**src/shared/ccmi_pkg.sv**
```systemverilog
// ccmi_pkg: command codes, field widths, reset values and carrier types for the
// calibration command interpreter. assumes nothing beyond a SystemVerilog compiler.
package ccmi_pkg;

  // command bytes
  localparam logic [7:0] CCMI_CMD_SECOND_ORDER = 8'h60;
  localparam logic [7:0] CCMI_CMD_SETTLING     = 8'h70;
  localparam logic [7:0] CCMI_CMD_GAIN_HI      = 8'h80;
  localparam logic [7:0] CCMI_CMD_GAIN_LO      = 8'h90;
  localparam logic [7:0] CCMI_CMD_OFFSET_HI    = 8'hA0;
  localparam logic [7:0] CCMI_CMD_OFFSET_LO    = 8'hB0;
  localparam logic [7:0] CCMI_CMD_UNLOCK       = 8'hE8;
  localparam logic [7:0] CCMI_CMD_CLIP_UPPER   = 8'h08;
  localparam logic [7:0] CCMI_CMD_CLIP_LOWER   = 8'h18;
  localparam logic [7:0] CCMI_CMD_CUSTOMER_ID0 = 8'h28;
  localparam logic [7:0] CCMI_CMD_CUSTOMER_ID1 = 8'h38;
  localparam logic [7:0] CCMI_CMD_CUSTOMER_ID2 = 8'h48;
  localparam logic [7:0] CCMI_CMD_MODE         = 8'h40;
  localparam logic [7:0] CCMI_CMD_ENTER_CMD    = 8'h50;

  // data bytes qualifying the mode commands
  localparam logic [7:0] CCMI_DATA_NORMAL      = 8'h00;
  localparam logic [7:0] CCMI_DATA_RAW         = 8'h10;
  localparam logic [7:0] CCMI_DATA_ENTER_CMD   = 8'h90;

  // field widths
  localparam int CCMI_GAIN_W   = 15;
  localparam int CCMI_OFFSET_W = 14;
  localparam int CCMI_BRIDGE_W = 14;
  localparam int CCMI_TEMP_W   = 11;

  // unity gains that make raw mode pass converter values unprocessed
  localparam logic [14:0] CCMI_GAIN_UNITY   = 15'h0800;
  localparam logic [7:0]  CCMI_TGAIN_UNITY  = 8'h80;

  // reset values of the stored settings
  localparam logic [7:0]  CCMI_RST_BYTE     = 8'h00;
  localparam logic [14:0] CCMI_RST_GAIN     = 15'h0800;
  localparam logic [13:0] CCMI_RST_OFFSET   = 14'h0000;

  // output frame length in bytes
  localparam logic [1:0]  CCMI_FRAME_BYTES  = 2'h3;
  localparam int          CCMI_FIFO_DEPTH   = 8;

  typedef enum logic [1:0] {
    CCMI_MODE_NORMAL,
    CCMI_MODE_COMMAND,
    CCMI_MODE_RAW
  } ccmi_mode_t;

  // one command/data pair as received from the serial link
  typedef struct packed {
    logic [7:0] command;
    logic [7:0] data;
  } ccmi_pair_t;

  // all stored calibration settings
  typedef struct packed {
    logic [7:0]  second_order_coeff;
    logic [6:0]  settling_time;
    logic [14:0] bridge_gain;
    logic [13:0] bridge_offset;
    logic [6:0]  clip_upper;
    logic [6:0]  clip_lower;
    logic [7:0]  customer_id_byte0;
    logic [7:0]  customer_id_byte1;
    logic [7:0]  customer_id_byte2;
  } ccmi_coeffs_t;

  // one measurement: uncorrected converter values plus the corrected results
  typedef struct packed {
    logic [13:0] raw_bridge;
    logic [10:0] raw_temp;
    logic [13:0] corr_bridge;
    logic [10:0] corr_temp;
  } ccmi_meas_t;

endpackage

```
**src/design/ccmi_fifo.sv**
```systemverilog
// ccmi_fifo: small synchronous fifo with valid/ready on both sides.
// assumes a single clock and a synchronous active high reset.
`timescale 1ns/10ps
module ccmi_fifo
  import ccmi_pkg::*;
#(
  parameter int WIDTH = 8,
  parameter int DEPTH = CCMI_FIFO_DEPTH
) (
  input  wire logic             clock_i,
  input  wire logic             reset_i,
  input  wire logic [WIDTH-1:0] in_data_i,
  input  wire logic             in_valid_i,
  output logic                  in_ready_o,
  output logic [WIDTH-1:0]      out_data_o,
  output logic                  out_valid_o,
  input  wire logic             out_ready_i
);
  localparam int AW = $clog2(DEPTH);

  typedef struct packed {
    logic [DEPTH-1:0][WIDTH-1:0] mem;
    logic [AW-1:0]               wr_ptr;
    logic [AW-1:0]               rd_ptr;
    logic [AW:0]                 count;
  } ccmi_fifo_state_t;

  ccmi_fifo_state_t state;
  ccmi_fifo_state_t next_state;
  logic             push;
  logic             pop;

  assign in_ready_o  = (state.count != (AW+1)'(DEPTH));
  assign out_valid_o = (state.count != '0);
  assign out_data_o  = state.mem[state.rd_ptr];
  assign push        = in_valid_i && in_ready_o;
  assign pop         = out_valid_o && out_ready_i;

  always_comb begin
    next_state = state;
    if (push) begin
      next_state.mem[state.wr_ptr] = in_data_i;
      next_state.wr_ptr = (state.wr_ptr == AW'(DEPTH - 1)) ? '0 : state.wr_ptr + 1'b1;
    end
    if (pop) begin
      next_state.rd_ptr = (state.rd_ptr == AW'(DEPTH - 1)) ? '0 : state.rd_ptr + 1'b1;
    end
    if (push && !pop) begin
      next_state.count = state.count + 1'b1;
    end else if (pop && !push) begin
      next_state.count = state.count - 1'b1;
    end
  end

  always_ff @(posedge clock_i) begin
    if (reset_i) begin
      state <= '0;
    end else begin
      state <= next_state;
    end
  end
endmodule

```
**src/design/ccmi_interpreter.sv**
```systemverilog
// ccmi_interpreter: takes command/data pairs from the one-wire receiver, keeps
// the calibration settings and the write lock, and streams raw or corrected frames.
// assumes pairs arrive already assembled, one pulse per pair, on clock_i.
//
// Contract
// - command 60 stores second order coefficient
// - 80/90 load 15-bit gain high/low
// - A0/B0 load 14-bit offset high/low
// - E8 lifts storage lock until reset
// - 08 loads upper clip limit, MSB zero
// - 18 loads lower clip limit, MSB zero
// - 28/38/48 store three customer ID bytes
// - raw mode at unity gains outputs converter values
// - frame is bridge high, bridge low, temperature
// - bridge high byte top two bits zero
// - temperature byte is low of 11 bits
// - 4000 leaves command mode to normal
// - 5090 enters command mode
`timescale 1ns/10ps
module ccmi_interpreter
  import ccmi_pkg::*;
#(
  parameter int FIFO_DEPTH = CCMI_FIFO_DEPTH
) (
  input  wire logic         clock_i,
  input  wire logic         reset_i,
  input  wire ccmi_pair_t   pair_i,
  input  wire logic         pair_valid_i,
  input  wire ccmi_meas_t   meas_i,
  input  wire logic         meas_valid_i,
  input  wire logic [7:0]   temp_gain_i,
  output logic [7:0]        out_byte_o,
  output logic              out_valid_o,
  input  wire logic         out_ready_i,
  output logic              meas_ready_o,
  output ccmi_coeffs_t      coeffs_o,
  output ccmi_mode_t        mode_o,
  output logic              lock_suspended_o,
  output logic              raw_active_o
);

  typedef struct packed {
    ccmi_mode_t   mode;
    ccmi_coeffs_t coeffs;
    logic         lock_suspended;
    logic [1:0]   byte_idx;
    logic         sending;
    logic [23:0]  frame;
    logic [7:0]   out_byte;
    logic         out_valid;
    logic         meas_ready;
    logic         raw_active;
  } ccmi_state_t;

  ccmi_state_t state;
  ccmi_state_t next_state;
  logic        fifo_in_ready;
  logic        fifo_out_valid;
  logic [7:0]  fifo_out_data;
  logic        fifo_pop;

  // recognises a command byte accepted in command mode
  function automatic logic ccmi_known_cmd(input logic [7:0] c);
    unique case (c)
      CCMI_CMD_SECOND_ORDER, CCMI_CMD_SETTLING, CCMI_CMD_GAIN_HI, CCMI_CMD_GAIN_LO,
      CCMI_CMD_OFFSET_HI, CCMI_CMD_OFFSET_LO, CCMI_CMD_UNLOCK, CCMI_CMD_CLIP_UPPER,
      CCMI_CMD_CLIP_LOWER, CCMI_CMD_CUSTOMER_ID0, CCMI_CMD_CUSTOMER_ID1, CCMI_CMD_CUSTOMER_ID2,
      CCMI_CMD_MODE, CCMI_CMD_ENTER_CMD:
        ccmi_known_cmd = 1'b1;
      default:
        ccmi_known_cmd = 1'b0;
    endcase
  endfunction

  // builds the three-byte frame for one measurement
  function automatic logic [23:0] ccmi_frame(input logic [13:0] bridge,
                                             input logic [10:0] temp);
    // top two bits of the bridge high byte padded with zero; top three temp bits dropped
    ccmi_frame = {2'b00, bridge[13:8], bridge[7:0], temp[7:0]};
  endfunction

  logic raw_unity;
  assign raw_unity = (state.coeffs.bridge_gain == CCMI_GAIN_UNITY)
                  && (temp_gain_i == CCMI_TGAIN_UNITY);

  always_comb begin
    next_state = state;
    next_state.out_valid  = 1'b0;
    next_state.meas_ready = 1'b0;

    if (pair_valid_i) begin
      if (pair_i.command == CCMI_CMD_ENTER_CMD && pair_i.data == CCMI_DATA_ENTER_CMD) begin
        next_state.mode = CCMI_MODE_COMMAND;
      end else if (state.mode == CCMI_MODE_COMMAND && ccmi_known_cmd(pair_i.command)) begin
        unique case (pair_i.command)
          CCMI_CMD_SECOND_ORDER: next_state.coeffs.second_order_coeff = pair_i.data;
          CCMI_CMD_SETTLING:     next_state.coeffs.settling_time = pair_i.data[6:0];
          CCMI_CMD_GAIN_HI:      next_state.coeffs.bridge_gain[14:8] = pair_i.data[6:0];
          CCMI_CMD_GAIN_LO:      next_state.coeffs.bridge_gain[7:0] = pair_i.data;
          CCMI_CMD_OFFSET_HI:    next_state.coeffs.bridge_offset[13:8] = pair_i.data[5:0];
          CCMI_CMD_OFFSET_LO:    next_state.coeffs.bridge_offset[7:0] = pair_i.data;
          CCMI_CMD_UNLOCK:       next_state.lock_suspended = 1'b1;
          CCMI_CMD_CLIP_UPPER:   next_state.coeffs.clip_upper = pair_i.data[6:0];
          CCMI_CMD_CLIP_LOWER:   next_state.coeffs.clip_lower = pair_i.data[6:0];
          CCMI_CMD_CUSTOMER_ID0: next_state.coeffs.customer_id_byte0 = pair_i.data;
          CCMI_CMD_CUSTOMER_ID1: next_state.coeffs.customer_id_byte1 = pair_i.data;
          CCMI_CMD_CUSTOMER_ID2: next_state.coeffs.customer_id_byte2 = pair_i.data;
          CCMI_CMD_MODE: begin
            if (pair_i.data == CCMI_DATA_NORMAL) begin
              next_state.mode = CCMI_MODE_NORMAL;
            // raw only reachable from command mode
            end else if (pair_i.data == CCMI_DATA_RAW) begin
              next_state.mode = CCMI_MODE_RAW;
            end
          end
          // a repeated 50 with other data is harmless
          CCMI_CMD_ENTER_CMD: next_state.mode = state.mode;
        endcase
      end
      // anything else leaves all settings alone
    end

    // converter values only with unity gains in raw mode
    next_state.raw_active = (next_state.mode == CCMI_MODE_RAW) && raw_unity;

    // frame builder: one measurement in flight, three pushes into the fifo
    if (!state.sending) begin
      next_state.meas_ready = 1'b1;
      if (meas_valid_i && state.meas_ready) begin
        next_state.meas_ready = 1'b0;
        next_state.sending    = 1'b1;
        next_state.byte_idx   = '0;
        next_state.frame = state.raw_active
                         ? ccmi_frame(meas_i.raw_bridge, meas_i.raw_temp)
                         : ccmi_frame(meas_i.corr_bridge, meas_i.corr_temp);
      end
    end else if (fifo_in_ready) begin
      next_state.frame = {state.frame[15:0], 8'h00};
      if (state.byte_idx == CCMI_FRAME_BYTES - 2'h1) begin
        next_state.sending = 1'b0;
      end else begin
        next_state.byte_idx = state.byte_idx + 2'h1;
      end
    end

    // output register stage fed from the fifo
    if (state.out_valid && !out_ready_i) begin
      next_state.out_valid = 1'b1;
    end else if (fifo_out_valid) begin
      next_state.out_valid = 1'b1;
      next_state.out_byte  = fifo_out_data;
    end
  end

  assign fifo_pop = fifo_out_valid && !(state.out_valid && !out_ready_i);

  ccmi_fifo #(
    .WIDTH (8),
    .DEPTH (FIFO_DEPTH)
  ) u_fifo (
    .clock_i     (clock_i),
    .reset_i     (reset_i),
    .in_data_i   (state.frame[23:16]),
    .in_valid_i  (state.sending),
    .in_ready_o  (fifo_in_ready),
    .out_data_o  (fifo_out_data),
    .out_valid_o (fifo_out_valid),
    .out_ready_i (fifo_pop)
  );

  always_ff @(posedge clock_i) begin
    if (reset_i) begin
      state                           <= '0;
      state.mode                      <= CCMI_MODE_NORMAL;
      state.coeffs.second_order_coeff <= CCMI_RST_BYTE;
      state.coeffs.bridge_gain        <= CCMI_RST_GAIN;
      state.coeffs.bridge_offset      <= CCMI_RST_OFFSET;
      state.lock_suspended            <= 1'b0;
    end else begin
      state <= next_state;
    end
  end

  assign out_byte_o       = state.out_byte;
  assign out_valid_o      = state.out_valid;
  assign meas_ready_o     = state.meas_ready;
  assign coeffs_o         = state.coeffs;
  assign mode_o           = state.mode;
  assign lock_suspended_o = state.lock_suspended;
  assign raw_active_o     = state.raw_active;
endmodule

```
**config.mk**
```make
export PLATFORM = sky130hd
export DESIGN_NAME = ccmi_interpreter
export DESIGN_NICKNAME = d
export VERILOG_FILES = /design/src/shared/ccmi_pkg.sv /design/src/design/ccmi_fifo.sv /design/src/design/ccmi_interpreter.sv
export SDC_FILE = /design/constraint.sdc
export NUM_CORES = 1
export LEC_CHECK = 0
export BUFFER_PORTS_ARGS = -buffer_cell sky130_fd_sc_hd__buf_2
export CAP_MARGIN = 25
export CORE_MARGIN = 5
export CORE_UTILIZATION = 40
export CTS_CLUSTER_SIZE = 14
export DETAILED_ROUTE_END_ITERATION = 8
export GPL_TIMING_DRIVEN = 0
export HOLD_SLACK_MARGIN = 0.02
export PLACE_DENSITY = 0.64
export SYNTH_ARGS = -nofsm -noshare
export SYNTH_HDL_FRONTEND = slang
export SYNTH_HIERARCHICAL = 1
export SYNTH_SLANG_ARGS = --single-unit
```
**constraint.sdc**
```tcl
create_clock -name clock_i -period 3.6 [get_ports clock_i]
set_clock_uncertainty 0.2 [all_clocks]
set_input_delay 0.54 -clock clock_i [delete_from_list [all_inputs] [get_ports clock_i]]
set_output_delay 0.54 -clock clock_i [all_outputs]
set_load 0.005 [all_outputs]
```
==> results.md, run 1 <==
- The timing-limited maximum frequency is 0.2950 GHz.
- dfxtp_1 takes more of the synthesized area than any other cell.
- The total leakage power is 5.061 nW.
- The clock transition at the registers of the reported paths is 70 ps.
- The reported max-cap violation count is 0.
- The run finished with clean final reports.
- Of the post-synthesis cell area, the dominant cell type holds 0.4339.
- The total wire length is 22,400 µm.
- In this run the cell area measured after placement is 0.01028 mm².
- The max-slew violation count was 0.
- For this run, the detailed router's first-pass iteration total came to 5.
- The root buffer cell is clkbuf_16.
- The number of vias in the routed layout is 6,876.
- In this run the worst path has a maximum fanout of 10.
- The kind of end point of the critical path is a flip-flop.
- Once layout is complete, the utilization of the core stands at 0.4835.
- Clock tree synthesis found a total of 197 sinks.
- In this run, synthesis inferred 0 flip-flops with an integrated enable.
- Of the cells placed in the final design, the portion with a size suffix greater than 1 is 0.3084.
- After detailed routing, the average wire length per cell comes to 15.92 µm.
- The total overflow left after global routing is 0.
- The antenna diode instance count is 0.
- The number of different library cells used by synthesis comes to 48.
- The initial antenna violation count is 2.
- Synthesis handed over a netlist of 923 instances.
- The I/O pin count is 175.
- The initial utilization of the core area, before any placement, comes to 0.4039.
- Setup repair after global routing left no endpoint under its margin.
- The global-route wire length before repair is 35,650 µm.
- The CTS tree is built.
- In the synthesized netlist the dominant register cell turns out to be dfxtp_1.
- The quantity of hold-fixing buffers added after cts is 0.
- The post-synth net total is 1,011.
- The worst path arrival time is 3510 ps.
- The area enclosed by the die boundary is 0.02584 mm².
- By area the synthesized netlist is led by dfxtp_1 (43%), mux2i_1 (19%), buf_4 (8.3%).
- The start-to-end type of the worst setup path is flip-flop to flip-flop.
- The detail route stage leaves a number of antenna-violating nets equal to 0.
- The number of global-route vias before repair was 6,787.
- Dividing the synthesized area by the synthesized cell count gives 9.847 µm².
- In this run the deepest clock path goes through 2 buffers.
- After synthesis, the share of flip-flops with an asynchronous set or reset is 0.
- The pin count of the biggest net entering global routing is 21.
- The number of standard-cell rows in the floorplan is 55.
- Detailed placement finished with a half-perimeter wire length of 16,490 µm.
- From bottom edge to top edge, the die measures 160.7 µm.
- In this run, synthesis produced a sequential element count of 197.
- Measured against its own limit, the worst slew margin works out to 0.4614.
- The classification of the worst-slack hold path is input pin to flip-flop.
- After synthesis the cells add up to 0.009089 mm².
- Across all register-to-register paths, the minimum setup slack is 210 ps.
- Routability-driven placement finished with a final weighted congestion of 0.7803.
- The area growth from synthesis to layout is 19.70%.
- The number of clock buffers added by TritonCTS is 17.
- The number of setup violations in the final report is 0.
- In this run the number of H-tree levels came out at 4.
- For the worst setup path, the data required time is 3720 ps.
- Across the VDD grid, the largest voltage drop is 0.2645 mV.
- The overall global routing resource usage is 0.1714.
- The count of nets after finishing is 1,197.
- Of the synthesized area, sequential elements account for 0.4339.
- The worst-margin pin slew is 801.9 ps.
- The number of hold violations in the final report is 0.
- STA classifies the critical path startpoint as a flip-flop.
- In this run the power density over the cells is 434.3 mW/mm².
- The area of all placed cells without fillers is 0.01088 mm².
- For this run, design rule violations remaining after detail routing come to 0.
- The total area inside the core boundary comes to 0.02250 mm².
- The number of warnings reported in the yosys synthesis log is 6.
- The die is 160.7 µm wide.
- The final worst-path cycle share is 0.9416.
- Dividing the detail-routed via count by the number of cells gives 4.887.
- The count of buffers added on input and output ports is 167.
- At the later pin of the worst-skew pair, clock insertion delay measures 440 ps.
- The final critical-path required period is 3390 ps.
- In this run, the number of DRC markers left after iteration 0 of detailed routing was 372.
- Fill cells in the final layout number 2,143.
through the flow:
| stage | hold WS [ps] | cells | setup WS, ps | TNS [ps] | power [mW] |
|---|---|---|---|---|---|
| finish | 113.3 | 1407 | 210.3 | 0 | 4.725 |
| floorplan | 231.7 | 923 | 428.2 | 0 | 2.694 |
| CTS | 90.05 | 1407 | 34.29 | 0 | 4.765 |
| global route | 95.57 | 1407 | 23.82 | 0 | 4.943 |
| global placement | 248.6 | 1375 | -74.61 | -74.61 | 2.871 |
| detailed placement | 253.5 | 1375 | -126.6 | -126.6 | 2.878 |
final timing paths:
| path | startpoint | to | cells past startpoint |
|---|---|---|---|
| max | u_fifo/state[0]$_SDFFE_PP0P_ | u_fifo/state[3]$_SDFFE_PP0P_ | 12 |
| min reg2reg | state[26]$_SDFFE_PP0P_ | state[34]$_SDFFE_PP0P_ | 2 |
| min | meas_valid_i | meas_ready_o$_SDFF_PP0_ | 2 |
| max reg2reg | u_fifo/state[0]$_SDFFE_PP0P_ | u_fifo/state[3]$_SDFFE_PP0P_ | 12 |
kinds of logic (layout without fill, tap and decap cells):
logic type	Yosys count	after routing	share of synthesized area
flops	197	197	0.4339
fa+ha+maj	9	9	0.01322
mux	194	194	0.2369
xor+xnor	2	2	0.001928
simple gates	300	300	0.1586
buf+inv	166	365	0.1149
compound gates	55	55	0.04047
Yosys cell counts, drive strengths merged, types with 2 or more instances:
cell / instances
nor2: 200
dfxtp: 197
mux2i: 169
buf: 114
clkbuf: 43
nand2: 29
nand3: 21
a21oi: 20
mux4: 16
a221oi: 14
a31oi: 9
inv: 9
mux2: 9
ha: 8
nor4b: 8
nor4: 6
nand2b: 4
nor3: 4
or3: 4
or4b: 4
nand4: 3
nor4bb: 3
o21ai: 3
or4: 3
a211oi: 2
a22oi: 2
and4b: 2
nand3b: 2
nor2b: 2
nor3b: 2
what timing repair did:
item / 4_1_cts / 5_1_grt
setup buffers: 0 / 0
gates resized for setup: 2 / 2
endpoints found under the setup margin: 1 / 1
cloned: 0 / 0
area by class of cell:
cell class | count | area, µm² | area share
clock buffer | 18 | 429.2 | 0.03945
clock inverter | 14 | 156.4 | 0.01438
timing repair buffer | 167 | 835.8 | 0.07683
sequential | 197 | 3944 | 0.3625
buffer | 157 | 1012 | 0.09304
inverter | 9 | 33.78 | 0.003105
multi-input combinational | 560 | 4111 | 0.3779
tap | 285 | 356.6 | 0.03278
worst max-delay path, stage by stage, from the launching register on:
cell	delay, ps
dfxtp_1	400
or4_4	600
clkbuf_2	230
nand2_4	150
inv_1	100
nand2_1	160
ha_1	200
inv_1	90
ha_1	330
a21oi_1	190
a211oi_1	100
a31oi_1	180
mux2_2	350
sequential cells by signal, summed over array words and instances, names as in the netlist:
| register | count |
|---|---|
| meas_ready_o | 1 |
| u_fifo/state | 74 |
| out_byte_o | 8 |
| mode_o | 2 |
| coeffs_o | 82 |
| state | 27 |
| raw_active_o | 1 |
| out_valid_o | 1 |
| lock_suspended_o | 1 |
layout by cell type, fill, tap and decap left out, types with 8 or more instances in the layout:
cell | synthesis | final
mux4_2 | 16 | 16
clkbuf_16 | 0 | 17
buf_2 | 7 | 174
a31oi_1 | 9 | 9
inv_1 | 9 | 9
dfxtp_1 | 197 | 197
mux2i_1 | 169 | 169
a221oi_1 | 14 | 14
nand3_1 | 21 | 21
mux2_2 | 9 | 9
nand2_1 | 29 | 28
clkbuf_1 | 43 | 43
a21oi_1 | 20 | 20
nor2_1 | 200 | 200
ha_1 | 8 | 8
buf_4 | 100 | 100
where the power goes:
part | internal [mW] | switching [mW] | total [mW] | leakage [nW]
Combinational | 0.219 | 0.356 | 0.574 | 3.19
Sequential | 2.22 | 0.0445 | 2.27 | 1.59
Clock | 0.934 | 0.951 | 1.89 | 0.283
Total | 3.37 | 1.35 | 4.73 | 5.06
metal layers:
layer	GRT usage	wire (µm)	vias up	share of wire
met1	0.2228	10130	3248	0.45
met2	0.2855	10750	154	0.48
met4	0.04575	340	4	0.015
met3	0.04311	1156	26	0.052
li1	-	-	3444	-
met5	0	19	-	0.00085
(Power assumes the default switching activity.)
==> run 2: changes to the inputs <==
--- a/config.mk
+++ b/config.mk
@@ -5,6 +5,7 @@
 export SDC_FILE = /design/constraint.sdc
 export NUM_CORES = 1
 export LEC_CHECK = 0
+export ABC_AREA = 1
 export BUFFER_PORTS_ARGS = -buffer_cell sky130_fd_sc_hd__buf_2
 export CAP_MARGIN = 25
 export CORE_MARGIN = 5
@@ -13,7 +14,8 @@
 export DETAILED_ROUTE_END_ITERATION = 8
 export GPL_TIMING_DRIVEN = 0
 export HOLD_SLACK_MARGIN = 0.02
-export PLACE_DENSITY = 0.64
+export PLACE_DENSITY = 0.63
+export SLEW_MARGIN = 20
 export SYNTH_ARGS = -nofsm -noshare
 export SYNTH_HDL_FRONTEND = slang
 export SYNTH_HIERARCHICAL = 1
==> results.md, run 2 <==
- The CTS tree is built (unchanged).
- The total CTS buffers came to 17 (unchanged).
- The initial antenna violation count is 0 (was 2).
- The instance count along the most critical hold path is 2 (unchanged).
- The clock share of power was 0.353 (was 0.399).
- The worst relative slew slack was 0.3945 (was 0.4614).
- The number of global-route vias before repair is 9,378 (was 6,787).
- The number of warnings reported in the yosys synthesis log was 6 (unchanged).
- The number of flip-flops under the largest register name is 82 (unchanged).
- The cell with the largest stage delay on the worst path is clkinv_1 (was or4_4).
- The share of power burned in registers is 0.417 (was 0.480).
- The maximum level of the CTS H-tree is 4 (unchanged).
- The kind of end point of the critical path is a flip-flop (unchanged).
- The max-slew violation count was 0 (unchanged).
- The root buffer cell is clkbuf_16 (unchanged).
- The area growth from synthesis to layout was 17.50% (was 19.70%).
- The classification of the worst-slack hold path is input pin to flip-flop (unchanged).
- The required time of the critical path is 3740 ps (was 3720 ps).
- The detailed-routed wire length on met2 is 13,650 µm (was 10,750 µm).
- The capture point of the worst reg-to-reg path is u_fifo/state[3]$_SDFFE_PP0P_ (unchanged).
- The area enclosed by the die boundary came to 0.02999 mm² (was 0.02584 mm²).
- The remaining global-route overflow was 0 (unchanged).
- The pin count of the biggest net entering global routing is 21 (unchanged).
- The startpoint of the worst-slack reg-to-reg timing path is u_fifo/state[0]$_SDFFE_PP0P_ (unchanged).
- The most frequent cell after synthesis is nand2_1 (was nor2_1).
- The count of nets after finishing is 1,899 (was 1,197).
- The maximum number of buffers from clock root to sink was 2 (unchanged).
- The total setup buffers inserted after CTS was 0 (unchanged).
- The first-iteration detailed-routing DRC count is 653 (was 372).
- Commonest cells after routing, fill and taps aside: nand2_1 (442), nor2_1 (300), inv_1 (249) (was nor2_1 (200), dfxtp_1 (197), buf_2 (174)).
- The number of buffers added on ports is 167 (unchanged).
- RSZ-0062 raised after global routing: no (unchanged).
- The final critical-path required period is 3139 ps (was 3390 ps).
- The reported max-cap violation count came to 0 (unchanged).
- The number of nets with antenna violations after routing came to 0 (unchanged).
- The clock transition at the registers of the reported paths was 70 ps (about the same).
- The detailed-router iteration count before antenna repair came to 5 (unchanged).
- The total clock sinks is 197 (unchanged).
- The later-pin clock latency in the skew report is 440 ps (about the same).
- Top post-synthesis cells by count: nand2_1 (442), nor2_1 (300), inv_1 (249), dfxtp_1 (197), buf_4 (101) (was nor2_1 (200), dfxtp_1 (197), mux2i_1 (169), buf_4 (100), clkbuf_1 (43)).
- The commonest non-fill, non-tap cell in the layout is nand2_1 (was nor2_1).
- The setup slack of the most critical reg-to-reg path is 460 ps (was 210 ps).
- The largest incremental delay on the critical path is 380 ps (was 600 ps).
- The highest routing layer actually used is met4 (was met5).
- The fraction of synthesized cell area taken by the top area cell type is 0.3702 (was 0.4339).
- The total core area is 0.02613 mm² (was 0.02250 mm²).
- The number of standard-cell rows in the floorplan is 59 (was 55).
- The synthesized area per cell is 6.556 µm² (was 9.847 µm²).
- The timing-limited maximum frequency came to 0.3186 GHz (was 0.2950 GHz).
- The global-route wire length before repair came to 47,110 µm (was 35,650 µm).
- The cell count of the worst reg-to-reg path was 13 (was 12).
- The combinational share of power is 0.230 (was 0.122).
- The start-to-end type of the worst setup path was flip-flop to flip-flop (unchanged).
- The final weighted congestion in routability-driven placement is 0.8877 (was 0.7803).
- The number of hold violations in the final report is 0 (unchanged).
- The maximum vdd drop is 0.2831 mV (was 0.2645 mV).
- The wire length per cell is 13.64 µm (was 15.92 µm).
- Top cells by area in the synthesized netlist: dfxtp_1 (37%), nand2_1 (16%), nor2_1 (11%) (was dfxtp_1 (43%), mux2i_1 (19%), buf_4 (8.3%)).
- The most used flip-flop cell after synthesis was dfxtp_1 (unchanged).
- The estimated wirelength of the detail-placed design was 21,640 µm (was 16,490 µm).
- The vertical die dimension was 173.2 µm (was 160.7 µm).
- The starting density of the core is 0.4076 (was 0.4039).
- The part of the Yosys area used for sequential elements was 0.3702 (was 0.4339).
- The total leakage power is 6.866 nW (was 5.061 nW).
- The switching power came to 1.901 mW (was 1.351 mW).
- The synthesized netlist cell count is 1,625 (was 923).
- The share of synthesized registers carrying an async set or reset is 0 (unchanged).
- The total DRC errors in the routed layout is 0 (unchanged).
- The power per standard cell area was 449.3 mW/mm² (was 434.3 mW/mm²).
- The worst-margin pin slew is 908.3 ps (was 801.9 ps).
- The count of distinct cell types in the synthesized netlist is 39 (was 48).
- The worst path arrival time is 3280 ps (was 3510 ps).
- The quantity of hold-fixing buffers added after cts is 0 (unchanged).
- The final worst-path cycle share is 0.8719 (was 0.9416).
- The number of synthesized register bits is 197 (unchanged).
- The destination of the critical timing path is u_fifo/state[3]$_SDFFE_PP0P_ (unchanged).
- The total wire length is 29,450 µm (was 22,400 µm).
- The proportion of total power due to net switching came to 0.3381 (was 0.2860).
- The netlist area before placement is 0.01065 mm² (was 0.009089 mm²).
- The final total power is 5.624 mW (was 4.725 mW).
- Critical path, cell by cell: nor2_1 -> nand3_1 -> nand2_1 -> clkinv_1 -> nand2_1 -> ha_1 -> inv_1 -> ha_1 -> or2_2 -> nand3_1 -> nand3_1 -> nand2_1 -> inv_1 (was or4_4 -> clkbuf_2 -> nand2_4 -> inv_1 -> nand2_1 -> ha_1 -> inv_1 -> ha_1 -> a21oi_1 -> a211oi_1 -> a31oi_1 -> mux2_2).
- The detailed-routing wirelength on met1 was 13,570 µm (was 10,130 µm).
- The source of the critical timing path is u_fifo/state[0]$_SDFFE_PP0P_ (unchanged).
- The amount of wire on met3 after detailed routing is 1506 µm (was 1156 µm).
- Run status: completed (unchanged).
- The number of vias in the routed layout was 9,999 (was 6,876).
- The die width is 173.2 µm (was 160.7 µm).
- The number of synthesized flops with an enable pin is 0 (unchanged).
- The detailed-route vias per instance is 4.631 (was 4.887).
- The total internal power was 3.723 mW (was 3.374 mW).
- The overall global routing resource usage came to 0.1923 (was 0.1714).
- The post-synth net total is 1,713 (was 1,011).
- The share of layout cells above drive strength 1 was 0.2111 (was 0.3084).
- The number of setup violations in the final report is 0 (unchanged).
- The antenna diode instance count is 0 (unchanged).
- The worst min-delay path startpoint is reset_i (was meas_valid_i).
- The I/O pin count came to 175 (unchanged).
- The maximum fanout encountered on the critical timing path is 9 (was 10).
- The count of cells resized by post-cts repair is 0 (was 2).
- The top cell type by total area after synthesis is dfxtp_1 (unchanged).
- The aggregate negative setup slack is 0 ps (unchanged).
- The category of the worst setup path launch point is a flip-flop (unchanged).
==> run 2: cell types whose count changed after synthesis, sizes merged, moves of 10 or more <==
cell | before | now
inv | 9 | 253
mux2i | 169 | 1
o211ai | 0 | 10
mux4 | 16 | 0
mux2 | 9 | 21
a21oi | 20 | 50
o21ai | 3 | 46
nor2 | 200 | 308
a221oi | 14 | 0
clkbuf | 43 | 23
nand4 | 3 | 53
nand3 | 21 | 34
nand2 | 29 | 452
buf | 114 | 144
==> run 2: metrics by stage <==
step	hold slack, ps	cell area [µm²]	setup slack [ps]	cells	util
floorplan	241.3	10650	1094	1625	-
finish	149.5	12520	461.1	2159	0.4790
detailed placement	251.4	11910	368.3	2127	0.4557
CTS	139.3	12520	436.8	2159	0.4790
global placement	250.9	11910	373.7	2127	0.4557
global route	162.1	12520	164.4	2159	0.4790
==> run 2: worst min path at each step <==
stage                                    endpoint
floorplan               coeffs_o[10]$_SDFFE_PP0P_
global placement        coeffs_o[11]$_SDFFE_PP0P_
detailed placement  lock_suspended_o$_SDFFE_PP0P_
CTS                  u_fifo/state[0]$_SDFFE_PP0P_
global route         u_fifo/state[0]$_SDFFE_PP0P_
finish               u_fifo/state[0]$_SDFFE_PP0P_
==> run 2: area by class of cell <==
cell class	instances	area (µm²)
Fill cell	2731	13620
Multi-Input combinational cell	1007	4627
Sequential cell	197	3944
Buffer	167	1126
Inverter	254	955.9
Timing Repair Buffer	167	835.8
Clock buffer	17	425.4
Tap cell	335	419.2
Clock inverter	15	183.9
==> run 2: cells by family (layout without fill, tap and decap cells) <==
logic type | after synthesis | after routing | share of synthesized area
buf+inv | 421 | 620 | 0.1954
simple gates | 859 | 859 | 0.3397
fa+ha+maj | 9 | 9 | 0.01128
xor+xnor | 2 | 2 | 0.001645
mux | 22 | 22 | 0.02314
flops | 197 | 197 | 0.3702
compound gates | 115 | 115 | 0.05861
==> run 2: critical path, delay by kind of cell, from the launching register on <==
family                   cells  cell delay, ps
AND/OR/NAND/NOR              8            1430
flip-flops                   1             370
adder cells (fa/ha/maj)      2             520
buffers and inverters        3             500
==> run 2: routing by layer <==
layer,track usage,up-vias
met3,0.02904,49
met4,0.06917,0
met5,0,-
li1,-,5203
met2,0.3186,260
met1,0.2556,4487
==> run 2: power by group through the flow <==
stage	logic (mW)	clock network (mW)	registers, mW
finish	1.29	1.99	2.35
global route	1.47	2.11	2.36
CTS	1.30	2.02	2.35
detailed placement	1.29	0	2.40
global placement	1.28	0	2.39
floorplan	0.902	0	2.38
==> run 3: changes to the inputs <==
--- a/config.mk
+++ b/config.mk
@@ -12,9 +12,11 @@
 export CORE_UTILIZATION = 40
 export CTS_CLUSTER_SIZE = 14
 export DETAILED_ROUTE_END_ITERATION = 8
+export GPL_ROUTABILITY_DRIVEN = 0
 export GPL_TIMING_DRIVEN = 0
 export HOLD_SLACK_MARGIN = 0.02
 export PLACE_DENSITY = 0.63
+export REMOVE_ABC_BUFFERS = 1
 export SLEW_MARGIN = 20
 export SYNTH_ARGS = -nofsm -noshare
 export SYNTH_HDL_FRONTEND = slang
==> results.md, run 3 (synthesis results as in run 2) <==
- Run status: completed (unchanged).
- The clock transition at the registers of the reported paths is 70 ps (about the same).
- The capture point of the worst reg-to-reg path was u_fifo/state[3]$_SDFFE_PP0P_ (unchanged).
- The filler cell count in the final layout is 2,766 (was 2,731).
- The setup slack of the most critical reg-to-reg path is 350 ps (was 460 ps).
- The area growth from synthesis to layout is 7.728% (was 17.50%).
- The worst relative slew slack is 0.3720 (was 0.3945).
- The antenna diode instance count is 0 (unchanged).
- The number of setup violations in the final report was 0 (unchanged).
- The later-pin clock latency in the skew report came to 440 ps (about the same).
- The worst-margin pin slew is 941.0 ps (was 908.3 ps).
- RSZ-0062 raised after global routing: no (unchanged).
- The overall global routing resource usage is 0.1693 (was 0.1923).
- The maximum vdd drop is 0.3268 mV (was 0.2831 mV).
- The source of the critical timing path is u_fifo/state[0]$_SDFFE_PP0P_ (unchanged).
- The maximum level of the CTS H-tree is 4 (unchanged).
- The wire length per cell is 12.94 µm (was 13.64 µm).
- The startpoint of the worst-slack reg-to-reg timing path is u_fifo/state[0]$_SDFFE_PP0P_ (unchanged).
- The estimated wirelength of the detail-placed design came to 17,620 µm (was 21,640 µm).
- The classification of the worst-slack hold path is input pin to flip-flop (unchanged).
- The starting density of the core came to 0.4076 (unchanged).
- The required time of the critical path is 3740 ps (about the same).
- The final total power came to 5.446 mW (was 5.624 mW).
- The total clock sinks came to 197 (unchanged).
- The maximum number of buffers from clock root to sink is 2 (unchanged).
- The number of global-route vias before repair came to 8,725 (was 9,378).
- The instance count along the most critical hold path is 4 (was 2).
- The smallest setup slack after layout is 346.2 ps (was 461.1 ps).
- The cell count of the worst reg-to-reg path came to 13 (unchanged).
- The first-iteration detailed-routing DRC count came to 488 (was 653).
- The final critical-path required period was 3254 ps (was 3139 ps).
- The final worst-path cycle share is 0.9038 (was 0.8719).
- The destination of the critical timing path is u_fifo/state[3]$_SDFFE_PP0P_ (unchanged).
- The number of standard-cell rows in the floorplan came to 59 (unchanged).
- The total core area came to 0.02613 mm² (unchanged).
- The total DRC errors in the routed layout was 0 (unchanged).
- The detailed-router iteration count before antenna repair is 5 (unchanged).
- The power per standard cell area is 474.5 mW/mm² (was 449.3 mW/mm²).
- The number of flip-flops under the largest register name is 82 (unchanged).
- The vertical die dimension was 173.2 µm (unchanged).
- The number of hold violations in the final report is 0 (unchanged).
- The pin count of the biggest net entering global routing is 72 (was 21).
- The number of buffers added on ports is 168 (was 167).
- Commonest cells after routing, fill and taps aside: nand2_1 (441), nor2_1 (298), inv_1 (249) (was nand2_1 (442), nor2_1 (300), inv_1 (249)).
- The detailed-route vias per instance is 4.625 (was 4.631).
- The number of nets with antenna violations after routing came to 0 (unchanged).
- The worst path arrival time is 3390 ps (was 3280 ps).
- The max-slew violation count is 0 (unchanged).
- The remaining global-route overflow is 0 (unchanged).
- The total wire length is 25,820 µm (was 29,450 µm).
- The commonest non-fill, non-tap cell in the layout is nand2_1 (unchanged).
- The total leakage power is 6.182 nW (was 6.866 nW).
- The initial antenna violation count is 0 (unchanged).
- The quantity of hold-fixing buffers added after cts is 0 (unchanged).
- The kind of end point of the critical path was a flip-flop (unchanged).
- The area enclosed by the die boundary came to 0.02999 mm² (unchanged).
- The worst setup timing slack at the placement stage is -1.983 ps (was 368.3 ps).
- The CTS tree is built (unchanged).
- The root buffer cell was clkbuf_16 (unchanged).
- The count of nets after finishing was 1,736 (was 1,899).
- The maximum fanout encountered on the critical timing path is 9 (unchanged).
- The share of layout cells above drive strength 1 is 0.1577 (was 0.2111).
- The global-route wire length before repair is 42,840 µm (was 47,110 µm).
- The total CTS buffers came to 17 (unchanged).
- The start-to-end type of the worst setup path is flip-flop to flip-flop (unchanged).
- The category of the worst setup path launch point is a flip-flop (unchanged).
- The I/O pin count is 175 (unchanged).
- The timing-limited maximum frequency is 0.3073 GHz (was 0.3186 GHz).
- The number of vias in the routed layout is 9,232 (was 9,999).
- The die width is 173.2 µm (unchanged).
- The share of the core filled with cells in the final layout was 0.4391 (was 0.4790).
- The reported max-cap violation count is 0 (unchanged).
## run 3: changes by cell type in the layout (fill, tap and decap cells not counted), sizes merged
| cell | before | now |
|---|---|---|
| inv | 262 | 261 |
| clkbuf | 40 | 20 |
| buf | 311 | 171 |
| clkinvlp | 1 | 0 |
| bufinv | 1 | 0 |
## run 3: what timing repair did
action,in CTS,in global routing
buffers inserted,0,0
gates resized for setup,0,1
endpoints found under the setup margin,0,2
## run 3: metal layers
metal  GRT usage  part of all wire  vias to the layer above
met1      0.2047              0.44                     4139
met2      0.2858              0.46                      195
li1            -                 -                     4866
met3     0.06463             0.084                       32
met4     0.04057             0.014                        0
met5           0                 0                        -
## run 3: final cells by class
type	instances	area [µm²]	share of cell area
repair buffers	171	910.9	0.07937
well taps	335	419.2	0.03652
clock buffers	20	456.7	0.03980
inverters	254	960.9	0.08373
multi-input cells	1007	4649	0.4051
clock inverters	12	130.1	0.01134
flip-flops and latches	197	3949	0.3441
## run 3: power by group
group | internal (mW) | total (mW) | switching (mW) | leakage [nW]
sequential | 2.28 | 2.42 | 0.134 | 1.60
clock | 0.966 | 1.91 | 0.946 | 0.289
combinational | 0.384 | 1.12 | 0.734 | 4.30
total | 3.63 | 5.45 | 1.81 | 6.18
## run 3: critical path: stages (launching register included)
cell and delay (ps):
dfxtp_1 350, nor2_1 250, nand3_1 280, nand2_1 290, clkinv_1 260, nand2_1 320
ha_1 230, inv_1 100, ha_1 310, or2_2 310, nand3_1 80, nand3_1 80
nand2_1 60, inv_1 30
## run 3: how the worst min path moves through the flow
| stage | end | slack (ps) | from |
|---|---|---|---|
| after global placement | lock_suspended_o$_SDFFE_PP0P_ | 240 | lock_suspended_o$_SDFFE_PP0P_ |
| after global routing | out_valid_o$_SDFF_PP0_ | 210 | out_ready_i |
| after CTS | out_valid_o$_SDFF_PP0_ | 170 | out_ready_i |
| after detailed placement | lock_suspended_o$_SDFFE_PP0P_ | 240 | lock_suspended_o$_SDFFE_PP0P_ |
| after floorplan | state[37]$_SDFFE_PP0P_ | 240 | state[37]$_SDFFE_PP0P_ |
| final | out_valid_o$_SDFF_PP0_ | 190 | out_ready_i |
## run 3: per-stage QoR
stage	setup TNS (ps)	instance area, µm²	hold slack (ps)	cells
after global routing	0	11480	205.7	1996
after floorplan	-155.8	9527	236.9	1458
after detailed placement	-1.983	10880	241.0	1964
after CTS	0	11470	174.9	1996
after global placement	-49640	10790	237.0	1961
final	0	11480	189.9	1996
